### config.mk
export PLATFORM = sky130hd
export DESIGN_NAME = smu_spi_master_unit
export DESIGN_NICKNAME = d
export VERILOG_FILES = /design/src/smu_pkg.sv /design/src/smu_spi_master_unit.sv
export SDC_FILE = /design/constraint.sdc
export NUM_CORES = 1
export LEC_CHECK = 0
export ABC_CLOCK_PERIOD_IN_PS = 7100
export BUFFER_PORTS_ARGS = -buffer_cell sky130_fd_sc_hd__buf_2
export CORE_ASPECT_RATIO = 1.1
export CORE_MARGIN = 5
export CORE_UTILIZATION = 30
export CTS_BUF_LIST = sky130_fd_sc_hd__clkbuf_8
export DETAILED_ROUTE_END_ITERATION = 6
export HOLD_SLACK_MARGIN = 0.1
export SLEW_MARGIN = 20
export SYNTH_ARGS = -nofsm -noshare
export SYNTH_HDL_FRONTEND = slang
export SYNTH_SLANG_ARGS = --single-unit
export TNS_END_PERCENT = 1
### constraint.sdc
create_clock -name i_clock -period 7.1 [get_ports i_clock]
set_clock_uncertainty 0.2 [all_clocks]
set_input_delay 1.065 -clock i_clock [delete_from_list [all_inputs] [get_ports i_clock]]
set_output_delay 1.065 -clock i_clock [all_outputs]
set_load 0.05 [all_outputs]
### src/smu_pkg.sv
// constants shared by the serial master unit: register indices, field positions,
// reset values, trigger codes and engine states.
// assumes a register host that writes each transmit word in a single access.
// What this block does
// a transfer leaves the received bits in a 64-bit rx word; unused top bits mean nothing.
// a 64-bit tx word goes out on the next transfer; bits above the length are ignored.
// in write-start mode a transfer begins once the top byte given by the length is written.
// the host writes a whole tx word in one access so no transfer sees a partial word.
// setup holds a two-bit slave select and bits for lsb-first, clock phase and clock polarity.
// with keep-select set, select stays low after a transfer so a longer datagram can go on.
// a 3-bit field picks the start: write, pwm start, centre, mark a, mark b, both, single.
// with the single code, setting setup bit 15 starts exactly one transfer.
// status bit 0 shows the last transfer done and ready, the other 63 bits read zero.
// a six-bit length field holds the datagram size in bits minus one.
// an eight-bit divider d makes the serial clock the base clock over four plus two times d.
// done is low during a transfer and set once the last bit is shifted and the word stored.
// a transfer pulls its select low, gives one clock per bit and samples per cpha and cpol.
package smu_pkg;
  localparam logic [6:0]  REG_RX_WORD    = 7'h06;
  localparam logic [6:0]  REG_TX_WORD    = 7'h07;
  localparam logic [6:0]  REG_SETUP      = 7'h08;
  localparam logic [6:0]  REG_STATE      = 7'h09;
  localparam logic [6:0]  REG_SIZE       = 7'h0a;
  localparam logic [6:0]  REG_PERIOD     = 7'h0b;
  localparam int          SETUP_SEL_LO   = 0;
  localparam int          SETUP_KEEP     = 3;
  localparam int          SETUP_LSB      = 4;
  localparam int          SETUP_CPHA     = 5;
  localparam int          SETUP_CPOL     = 6;
  localparam int          SETUP_TRIG_LO  = 8;
  localparam int          SETUP_ONESHOT  = 15;
  localparam int          STATE_DONE     = 0;
  localparam logic [15:0] SETUP_RESET    = 16'h0000;
  localparam logic [5:0]  SIZE_RESET     = 6'h07;
  localparam logic [7:0]  PERIOD_RESET   = 8'h00;
  localparam logic [8:0]  HALF_BASE      = 9'h002;
  localparam logic [2:0]  TRIG_WRITE     = 3'h0;
  localparam logic [2:0]  TRIG_PWM_START = 3'h1;
  localparam logic [2:0]  TRIG_PWM_MID   = 3'h2;
  localparam logic [2:0]  TRIG_MARK_A    = 3'h3;
  localparam logic [2:0]  TRIG_MARK_B    = 3'h4;
  localparam logic [2:0]  TRIG_MARK_AB   = 3'h5;
  localparam logic [2:0]  TRIG_SINGLE    = 3'h7;
  typedef enum logic [1:0] {
    SMU_IDLE  = 2'b00,
    SMU_SHIFT = 2'b01,
    SMU_STORE = 2'b10
  } smu_state_t;
endpackage

### src/smu_spi_master_unit.sv
// serial master engine with its register set and a two-entry receive stream buffer.
// assumes one clock, inputs synchronous to it, pwm events as one-cycle pulses.
`timescale 1ns/1ps
`default_nettype none
module smu_spi_master_unit (
  // clock and reset
  input  wire logic        i_clock,
  input  wire logic        i_resetn,
  // register access
  input  wire logic        i_reg_write,
  input  wire logic        i_reg_read,
  input  wire logic [6:0]  i_reg_index,
  input  wire logic [63:0] i_reg_wdata,
  input  wire logic [7:0]  i_reg_wbytes,
  output logic      [63:0] o_reg_rdata,
  output logic             o_reg_rvalid,
  // pwm events
  input  wire logic        i_pwm_cycle_start,
  input  wire logic        i_pwm_cycle_centre,
  input  wire logic        i_pwm_mark_a,
  input  wire logic        i_pwm_mark_b,
  // serial pins
  output logic             o_sclk,
  output logic             o_mosi,
  output logic      [3:0]  o_select_n,
  input  wire logic        i_miso,
  // received word stream
  output logic             o_rx_valid,
  output logic      [63:0] o_rx_data,
  input  wire logic        i_rx_ready
);
  function automatic logic [63:0] smu_merge(input logic [63:0] old_v,
                                            input logic [63:0] new_v,
                                            input logic [7:0]  be);
    logic [63:0] r;
    r = old_v;
    for (int b = 0; b < 8; b++) begin
      if (be[b]) begin
        r[b*8 +: 8] = new_v[b*8 +: 8];
      end
    end
    return r;
  endfunction

  smu_pkg::smu_state_t state_reg;
  logic [15:0] setup_reg;
  logic [5:0]  size_reg;
  logic [7:0]  period_reg;
  logic [63:0] tx_word_reg;
  logic [63:0] rx_word_reg;
  logic        done_reg;
  logic        pending_reg;
  logic [63:0] tx_shift_reg;
  logic [63:0] rx_shift_reg;
  logic [5:0]  bit_reg;
  logic [8:0]  half_reg;
  logic        lead_reg;
  logic [63:0] fifo1_reg;
  logic [1:0]  fifo_count_reg;

  logic [2:0]  trig;
  logic        wr_tx;
  logic        wr_setup;
  logic        fire;
  logic        start;
  logic        half_end;
  logic        last_bit;
  logic        cpha;
  logic        lsb_first;
  logic        sample_now;
  logic        drive_now;
  logic        push;
  logic        pop;
  logic        tx_bit;
  logic [63:0] tx_load;

  assign trig      = setup_reg[smu_pkg::SETUP_TRIG_LO +: 3];
  assign cpha      = setup_reg[smu_pkg::SETUP_CPHA];
  assign lsb_first = setup_reg[smu_pkg::SETUP_LSB];
  assign wr_tx     = i_reg_write && (i_reg_index == smu_pkg::REG_TX_WORD);
  assign wr_setup  = i_reg_write && (i_reg_index == smu_pkg::REG_SETUP);
  // a write taken at the start edge must go out, so the engine loads the merged word
  assign tx_load   = wr_tx ? smu_merge(tx_word_reg, i_reg_wdata, i_reg_wbytes)
                           : tx_word_reg;

  // pick the start source
  always_comb begin
    unique case (trig)
      smu_pkg::TRIG_WRITE:     fire = wr_tx && i_reg_wbytes[size_reg[5:3]];
      smu_pkg::TRIG_PWM_START: fire = i_pwm_cycle_start;
      smu_pkg::TRIG_PWM_MID:   fire = i_pwm_cycle_centre;
      smu_pkg::TRIG_MARK_A:    fire = i_pwm_mark_a;
      smu_pkg::TRIG_MARK_B:    fire = i_pwm_mark_b;
      smu_pkg::TRIG_MARK_AB:   fire = i_pwm_mark_a || i_pwm_mark_b;
      smu_pkg::TRIG_SINGLE:    fire = setup_reg[smu_pkg::SETUP_ONESHOT];
      default:                 fire = 1'b0;
    endcase
  end

  assign start      = (state_reg == smu_pkg::SMU_IDLE) && (pending_reg || fire);
  assign half_end   = (half_reg == 9'h000);
  // the bit counter wraps after 64 bits, so a full-length datagram needs no wider count
  assign last_bit   = (bit_reg == size_reg);
  assign sample_now = (state_reg == smu_pkg::SMU_SHIFT) && half_end && (lead_reg != cpha);
  assign drive_now  = (state_reg == smu_pkg::SMU_SHIFT) && half_end &&
                      (cpha ? lead_reg : (!lead_reg && !last_bit));
  assign tx_bit     = lsb_first ? tx_shift_reg[0] : tx_shift_reg[size_reg];
  // a full buffer stalls the store, so a slow receiver costs time, never a word
  assign push       = (state_reg == smu_pkg::SMU_STORE) && (fifo_count_reg != 2'h2);
  assign pop        = o_rx_valid && i_rx_ready;

  // register file
  always_ff @(posedge i_clock or negedge i_resetn) begin
    if (!i_resetn) begin
      setup_reg   <= smu_pkg::SETUP_RESET;
      size_reg    <= smu_pkg::SIZE_RESET;
      period_reg  <= smu_pkg::PERIOD_RESET;
      tx_word_reg <= 64'h0;
    end else begin
      if (wr_tx) begin
        tx_word_reg <= smu_merge(tx_word_reg, i_reg_wdata, i_reg_wbytes);
      end
      // a software write wins over the self-clear so a re-arm in that cycle is kept
      if (wr_setup) begin
        if (i_reg_wbytes[0]) begin
          setup_reg[7:0] <= i_reg_wdata[7:0];
        end
        if (i_reg_wbytes[1]) begin
          setup_reg[15:8] <= i_reg_wdata[15:8];
        end
      end else if (start && trig == smu_pkg::TRIG_SINGLE) begin
        setup_reg[smu_pkg::SETUP_ONESHOT] <= 1'b0;
      end
      if (i_reg_write && i_reg_index == smu_pkg::REG_SIZE && i_reg_wbytes[0]) begin
        size_reg <= i_reg_wdata[5:0];
      end
      if (i_reg_write && i_reg_index == smu_pkg::REG_PERIOD && i_reg_wbytes[0]) begin
        period_reg <= i_reg_wdata[7:0];
      end
    end
  end

  // register read, one cycle after the request
  always_ff @(posedge i_clock or negedge i_resetn) begin
    if (!i_resetn) begin
      o_reg_rdata  <= 64'h0;
      o_reg_rvalid <= 1'b0;
    end else begin
      o_reg_rvalid <= i_reg_read;
      if (i_reg_read) begin
        unique case (i_reg_index)
          smu_pkg::REG_RX_WORD: o_reg_rdata <= rx_word_reg;
          smu_pkg::REG_SETUP:   o_reg_rdata <= {48'h0, setup_reg};
          smu_pkg::REG_STATE:   o_reg_rdata <= {63'h0, done_reg};
          default:              o_reg_rdata <= 64'h0;
        endcase
      end
    end
  end

  // start request held while a transfer runs so no write start is lost
  always_ff @(posedge i_clock or negedge i_resetn) begin
    if (!i_resetn) begin
      pending_reg <= 1'b0;
    end else if (state_reg == smu_pkg::SMU_IDLE) begin
      pending_reg <= 1'b0;
    end else if (fire && trig == smu_pkg::TRIG_WRITE) begin
      pending_reg <= 1'b1;
    end
  end

  // transfer engine
  always_ff @(posedge i_clock or negedge i_resetn) begin
    if (!i_resetn) begin
      state_reg    <= smu_pkg::SMU_IDLE;
      done_reg     <= 1'b1;
      tx_shift_reg <= 64'h0;
      rx_shift_reg <= 64'h0;
      rx_word_reg  <= 64'h0;
      bit_reg      <= 6'h00;
      half_reg     <= 9'h000;
      lead_reg     <= 1'b1;
    end else begin
      unique case (state_reg)
        smu_pkg::SMU_IDLE: begin
          if (start) begin
            state_reg    <= smu_pkg::SMU_SHIFT;
            done_reg     <= 1'b0;
            tx_shift_reg <= tx_load;
            rx_shift_reg <= 64'h0;
            bit_reg      <= 6'h00;
            lead_reg     <= 1'b1;
            // the count includes zero, so one less than the half period is loaded
            half_reg     <= smu_pkg::HALF_BASE + {1'b0, period_reg} - 9'h001;
          end
        end
        smu_pkg::SMU_SHIFT: begin
          if (half_end) begin
            half_reg <= smu_pkg::HALF_BASE + {1'b0, period_reg} - 9'h001;
            lead_reg <= !lead_reg;
            if (!lead_reg) begin
              bit_reg <= bit_reg + 6'h01;
              if (last_bit) begin
                state_reg <= smu_pkg::SMU_STORE;
              end
            end
          end else begin
            half_reg <= half_reg - 9'h001;
          end
          if (sample_now) begin
            if (lsb_first) begin
              rx_shift_reg <= (rx_shift_reg >> 1) | ({63'h0, i_miso} << size_reg);
            end else begin
              rx_shift_reg <= {rx_shift_reg[62:0], i_miso};
            end
          end
          if (drive_now || (start && !cpha)) begin
            tx_shift_reg <= lsb_first ? (tx_shift_reg >> 1) : (tx_shift_reg << 1);
          end
        end
        smu_pkg::SMU_STORE: begin
          // a full stream buffer holds the engine here, so no word is lost
          if (push) begin
            rx_word_reg <= rx_shift_reg;
            done_reg    <= 1'b1;
            state_reg   <= smu_pkg::SMU_IDLE;
          end
        end
        default: state_reg <= smu_pkg::SMU_IDLE;
      endcase
      if (state_reg == smu_pkg::SMU_IDLE && start && !cpha) begin
        tx_shift_reg <= lsb_first ? (tx_load >> 1) : (tx_load << 1);
      end
    end
  end

  // serial pins
  always_ff @(posedge i_clock or negedge i_resetn) begin
    if (!i_resetn) begin
      o_sclk     <= 1'b0;
      o_mosi     <= 1'b0;
      o_select_n <= 4'hf;
    end else begin
      if (state_reg == smu_pkg::SMU_IDLE) begin
        o_sclk <= setup_reg[smu_pkg::SETUP_CPOL];
        if (start) begin
          o_select_n <= ~(4'h1 << setup_reg[smu_pkg::SETUP_SEL_LO +: 2]);
          if (!cpha) begin
            o_mosi <= lsb_first ? tx_load[0] : tx_load[size_reg];
          end
        end else if (!setup_reg[smu_pkg::SETUP_KEEP]) begin
          o_select_n <= 4'hf;
        end
      end else if (state_reg == smu_pkg::SMU_SHIFT && half_end) begin
        // the last trailing edge is kept, a phase-1 slave takes its final bit on it
        o_sclk <= !o_sclk;
      end
      if (drive_now) begin
        o_mosi <= tx_bit;
      end
    end
  end

  // two-entry receive stream buffer, head entry drives the port
  always_ff @(posedge i_clock or negedge i_resetn) begin
    if (!i_resetn) begin
      o_rx_valid     <= 1'b0;
      o_rx_data      <= 64'h0;
      fifo1_reg      <= 64'h0;
      fifo_count_reg <= 2'h0;
    end else begin
      unique case ({push, pop})
        2'b10: begin
          fifo_count_reg <= fifo_count_reg + 2'h1;
          if (fifo_count_reg == 2'h0) begin
            o_rx_data <= rx_shift_reg;
          end else begin
            fifo1_reg <= rx_shift_reg;
          end
          o_rx_valid <= 1'b1;
        end
        2'b01: begin
          fifo_count_reg <= fifo_count_reg - 2'h1;
          o_rx_data      <= fifo1_reg;
          o_rx_valid     <= (fifo_count_reg == 2'h2);
        end
        2'b11: begin
          if (fifo_count_reg == 2'h1) begin
            o_rx_data <= rx_shift_reg;
          end else begin
            o_rx_data <= fifo1_reg;
            fifo1_reg <= rx_shift_reg;
          end
        end
        default: begin
        end
      endcase
    end
  end
endmodule // smu_spi_master_unit
`default_nettype wire

==> impl_metrics.yaml <==
setup_path:
  timing.critical_path.arrival_ps: 4910
  crit_path_max_incr_delay_ps: 790
  worst_path_cell_with_the_longest_stage_delay: "sky130_fd_sc_hd__dfrtp_1"
  worst_setup_path_end_kind: "register"
  worst-r2r-setup-slack_ps: 2600
  worst-path-max-fanout: 49
  critical_path_buffers_and_inverters: 2
  crit_path_start_kind: "register"
  cp-startpoint: "size_reg[3]"
  r2r_start: "size_reg[3]"
  criticalPathCategory: "register to register"
  timing.critical_path.max_delay_family: "multiplexers"
  chain_of_cells_forming_the_critical_path: "buf_4, mux4_2, mux2_2, a221oi_4, nor3_2, nand2_2, buf_4, o211ai_1, o211ai_1, o21a_1"
  worst-endpoint-required_ps: 7510
cts:
  cts_tree: "done"
  cts.htree.levels: 3
  cts_buffers: 91
  clock_insertion_delay_worst_skew_ps: 710
  postCtsSetupRepairBufs: 0
  clockRootBuffer: "sky130_fd_sc_hd__clkbuf_8"
  cts.reportedPaths.clkPinSlew_ps: 60
  clkSinkCount: 508
  clock_tree.buffer_depth: 3
synthesis:
  synth.top_cell.area_share_pct: 48.6
  synthArstFlopShare_pct: 100
  yosys.cell_types.count: 72
  synth_cells: 2631
  syn_area_per_cell_um2: 9.76
  synth_edf_count: 0
  netlist_top_cells_area: "sky130_fd_sc_hd__dfrtp_1, sky130_fd_sc_hd__mux2_2, sky130_fd_sc_hd__nor2_1"
  post_synth_instance_area_um2: 25700
  synth.net_count: 2730
  yosys_register_bits: 508
  post-synth-top-area-cell: "sky130_fd_sc_hd__dfrtp_1"
  synth-warning-count: 0
  synth-seq-area-share_pct: 49.6
  postSynth.topFlopCell: "sky130_fd_sc_hd__dfrtp_1"
sta:
  hold_violations: 0
  layout_setup_ws_ps: 2600
  worst-slew-pin-transition_ps: 1110
  totalNegativeSetupSlack_ps: 0
  post-route-min-period_ps: 4500
  slew_viols_final: 0
  whs_ps: 263
  final-setup-viol-count: 0
  relSlewSlack_pct: 25.9
  rsz0062_at_grt: "no"
  post_route_clock_period_utilization_pct: 63.4
  clock.fmax_mhz: 222
flow_run:
  maxCapViolCount: 0
hold_path:
  min_from: "done_reg"
  worst_hold_path_type: "register to register"
route:
  remaining_drc_errors: 0
  route.final.wire_length_um: 82300
  route.detailed.wl_per_inst_um: 20.6
  drt_pass1_iterations: 5
  number_of_vias_per_cell: 5.19
  drt.antenna.violating_nets: 0
  vias: 20700
  dr.first_iter.drc_count: 1750
finish:
  fin_nets: 2876
  mostFrequentLayoutCell: "sky130_fd_sc_hd__dfrtp_1"
  drive_gt1_share_pct: 22.3
  most_frequent_cells_in_the_layout: "sky130_fd_sc_hd__dfrtp_1, sky130_fd_sc_hd__nor2_1, sky130_fd_sc_hd__buf_2, sky130_fd_sc_hd__nand2_1, sky130_fd_sc_hd__mux2_2"
  final_core_util_pct: 35.0
  postLayoutCellArea_um2: 29700
  synthToLayoutAreaGrowth_pct: 15.6
global_route:
  grt_pass1_wl_um: 127000
  via_count_of_the_first_global_routing_pass: 20400
  global_route.overflow_total: 0
  grt_usage_pct: 17.7
  antenna_found_initial: 6
  grt_start_max_net_pins: 164
floorplanning:
  core_area_um2: 84900
  floorplan.io_pins: 225
  start_util_pct: 30.2
  design.die.area_um2: 91500
  row_count: 112
  chipWidth_um: 289
  die_height_um: 317
placed_design:
  post_dp_cell_area_um2: 27700
  finalWeightedCongestion: 0.881
  portBuffers: 224
  detailed_place_hpwl_um: 53700
  place_worst_setup_slack_ps: 2430
power_and_ir_drop:
  static-leakage-power_nw: 13.6
  power.ir.vdd_worst_mv: 0.126
  pwr_density_cell_nw_per_um2: 293
outcome:
  status: "finished, final reports clean"
-- stage by stage --
step	std cells	total power, mW
global route	3987	9.19
finish	3991	8.71
floorplan	2631	5.18
CTS	3985	8.82
global placement	3822	5.85
detailed placement	3822	5.88
-- path summary, 6_finish.rpt --
check	endpoint	depth (start not counted)
min in group asynchronous	tx_word_reg[51]	2
min reg2reg	done_reg	2
max in group asynchronous	setup_reg[4]	4
max reg2reg	tx_shift_reg[24]	10
min	done_reg	2
max	tx_shift_reg[24]	10
-- kinds of logic (layout without fill, tap and decap cells) --
| group | Yosys count | after routing | synth area share (%) |
|---|---|---|---|
| simple gates | 790 | 790 | 13.2 |
| other cells | 0 | 4 | 0 |
| fa+ha+maj | 10 | 10 | 0.487 |
| xor+xnor | 19 | 19 | 0.648 |
| buf+inv | 324 | 540 | 5.09 |
| compound gates | 655 | 655 | 16.4 |
| flops | 508 | 508 | 49.6 |
| mux | 325 | 325 | 14.6 |
-- synthesized netlist by cell type, types with 9 or more instances --
master,instances
sky130_fd_sc_hd__or3_1,12
sky130_fd_sc_hd__nor3_1,21
sky130_fd_sc_hd__o211ai_1,77
sky130_fd_sc_hd__o22ai_1,23
sky130_fd_sc_hd__mux4_2,21
sky130_fd_sc_hd__and3_1,9
sky130_fd_sc_hd__inv_1,115
sky130_fd_sc_hd__nand3_1,83
sky130_fd_sc_hd__dfrtp_1,499
sky130_fd_sc_hd__a22oi_1,84
sky130_fd_sc_hd__dfstp_2,9
sky130_fd_sc_hd__nand2_1,221
sky130_fd_sc_hd__nand4_1,12
sky130_fd_sc_hd__nor2_1,368
sky130_fd_sc_hd__o31ai_1,57
sky130_fd_sc_hd__a21oi_1,138
sky130_fd_sc_hd__ha_1,10
sky130_fd_sc_hd__buf_1,17
sky130_fd_sc_hd__a211oi_1,30
sky130_fd_sc_hd__o21ai_0,149
sky130_fd_sc_hd__a31oi_1,38
sky130_fd_sc_hd__buf_2,29
sky130_fd_sc_hd__mux2i_1,119
sky130_fd_sc_hd__mux2_2,184
sky130_fd_sc_hd__and2_1,10
sky130_fd_sc_hd__xor2_1,11
sky130_fd_sc_hd__nor2b_1,9
sky130_fd_sc_hd__clkbuf_1,148
-- worst reg2reg max path, cell delays in order, from the launching register on --
cell	delay [ps]
sky130_fd_sc_hd__dfrtp_1	790
sky130_fd_sc_hd__buf_4	360
sky130_fd_sc_hd__mux4_2	600
sky130_fd_sc_hd__mux2_2	370
sky130_fd_sc_hd__a221oi_4	390
sky130_fd_sc_hd__nor3_2	90
sky130_fd_sc_hd__nand2_2	790
sky130_fd_sc_hd__buf_4	410
sky130_fd_sc_hd__o211ai_1	120
sky130_fd_sc_hd__o211ai_1	140
sky130_fd_sc_hd__o21a_1	140
-- final cells by class --
type | count | area (um2)
multi-input cells | 1799 | 11700
clock buffers | 116 | 1600
repair buffers | 259 | 1460
well taps | 1140 | 1430
fillers | 8746 | 55200
flip-flops and latches | 508 | 12700
diodes | 4 | 10.0
inverters | 118 | 443
clock inverters | 47 | 315
-- power breakdown --
part,switching (mW),total [mW],internal (mW)
Combinational,1.46,2.13,0.672
Clock,1.28,2.89,1.61
Sequential,0.393,3.69,3.29
-- what timing repair did --
action,CTS,global route
hold buffers,0,1
endpoints found under the setup margin,0,0
gates resized for setup,0,0
hold endpoints to repair,0,32
-- layer usage --
metal  part of all wire, %  global-route usage (%)
met1                    42                    23.7
met2                    48                    28.9
met3                   6.8                    3.94
met4                   2.6                    4.99
met5                 0.016                       0
Power figures use the tool's default switching activity.
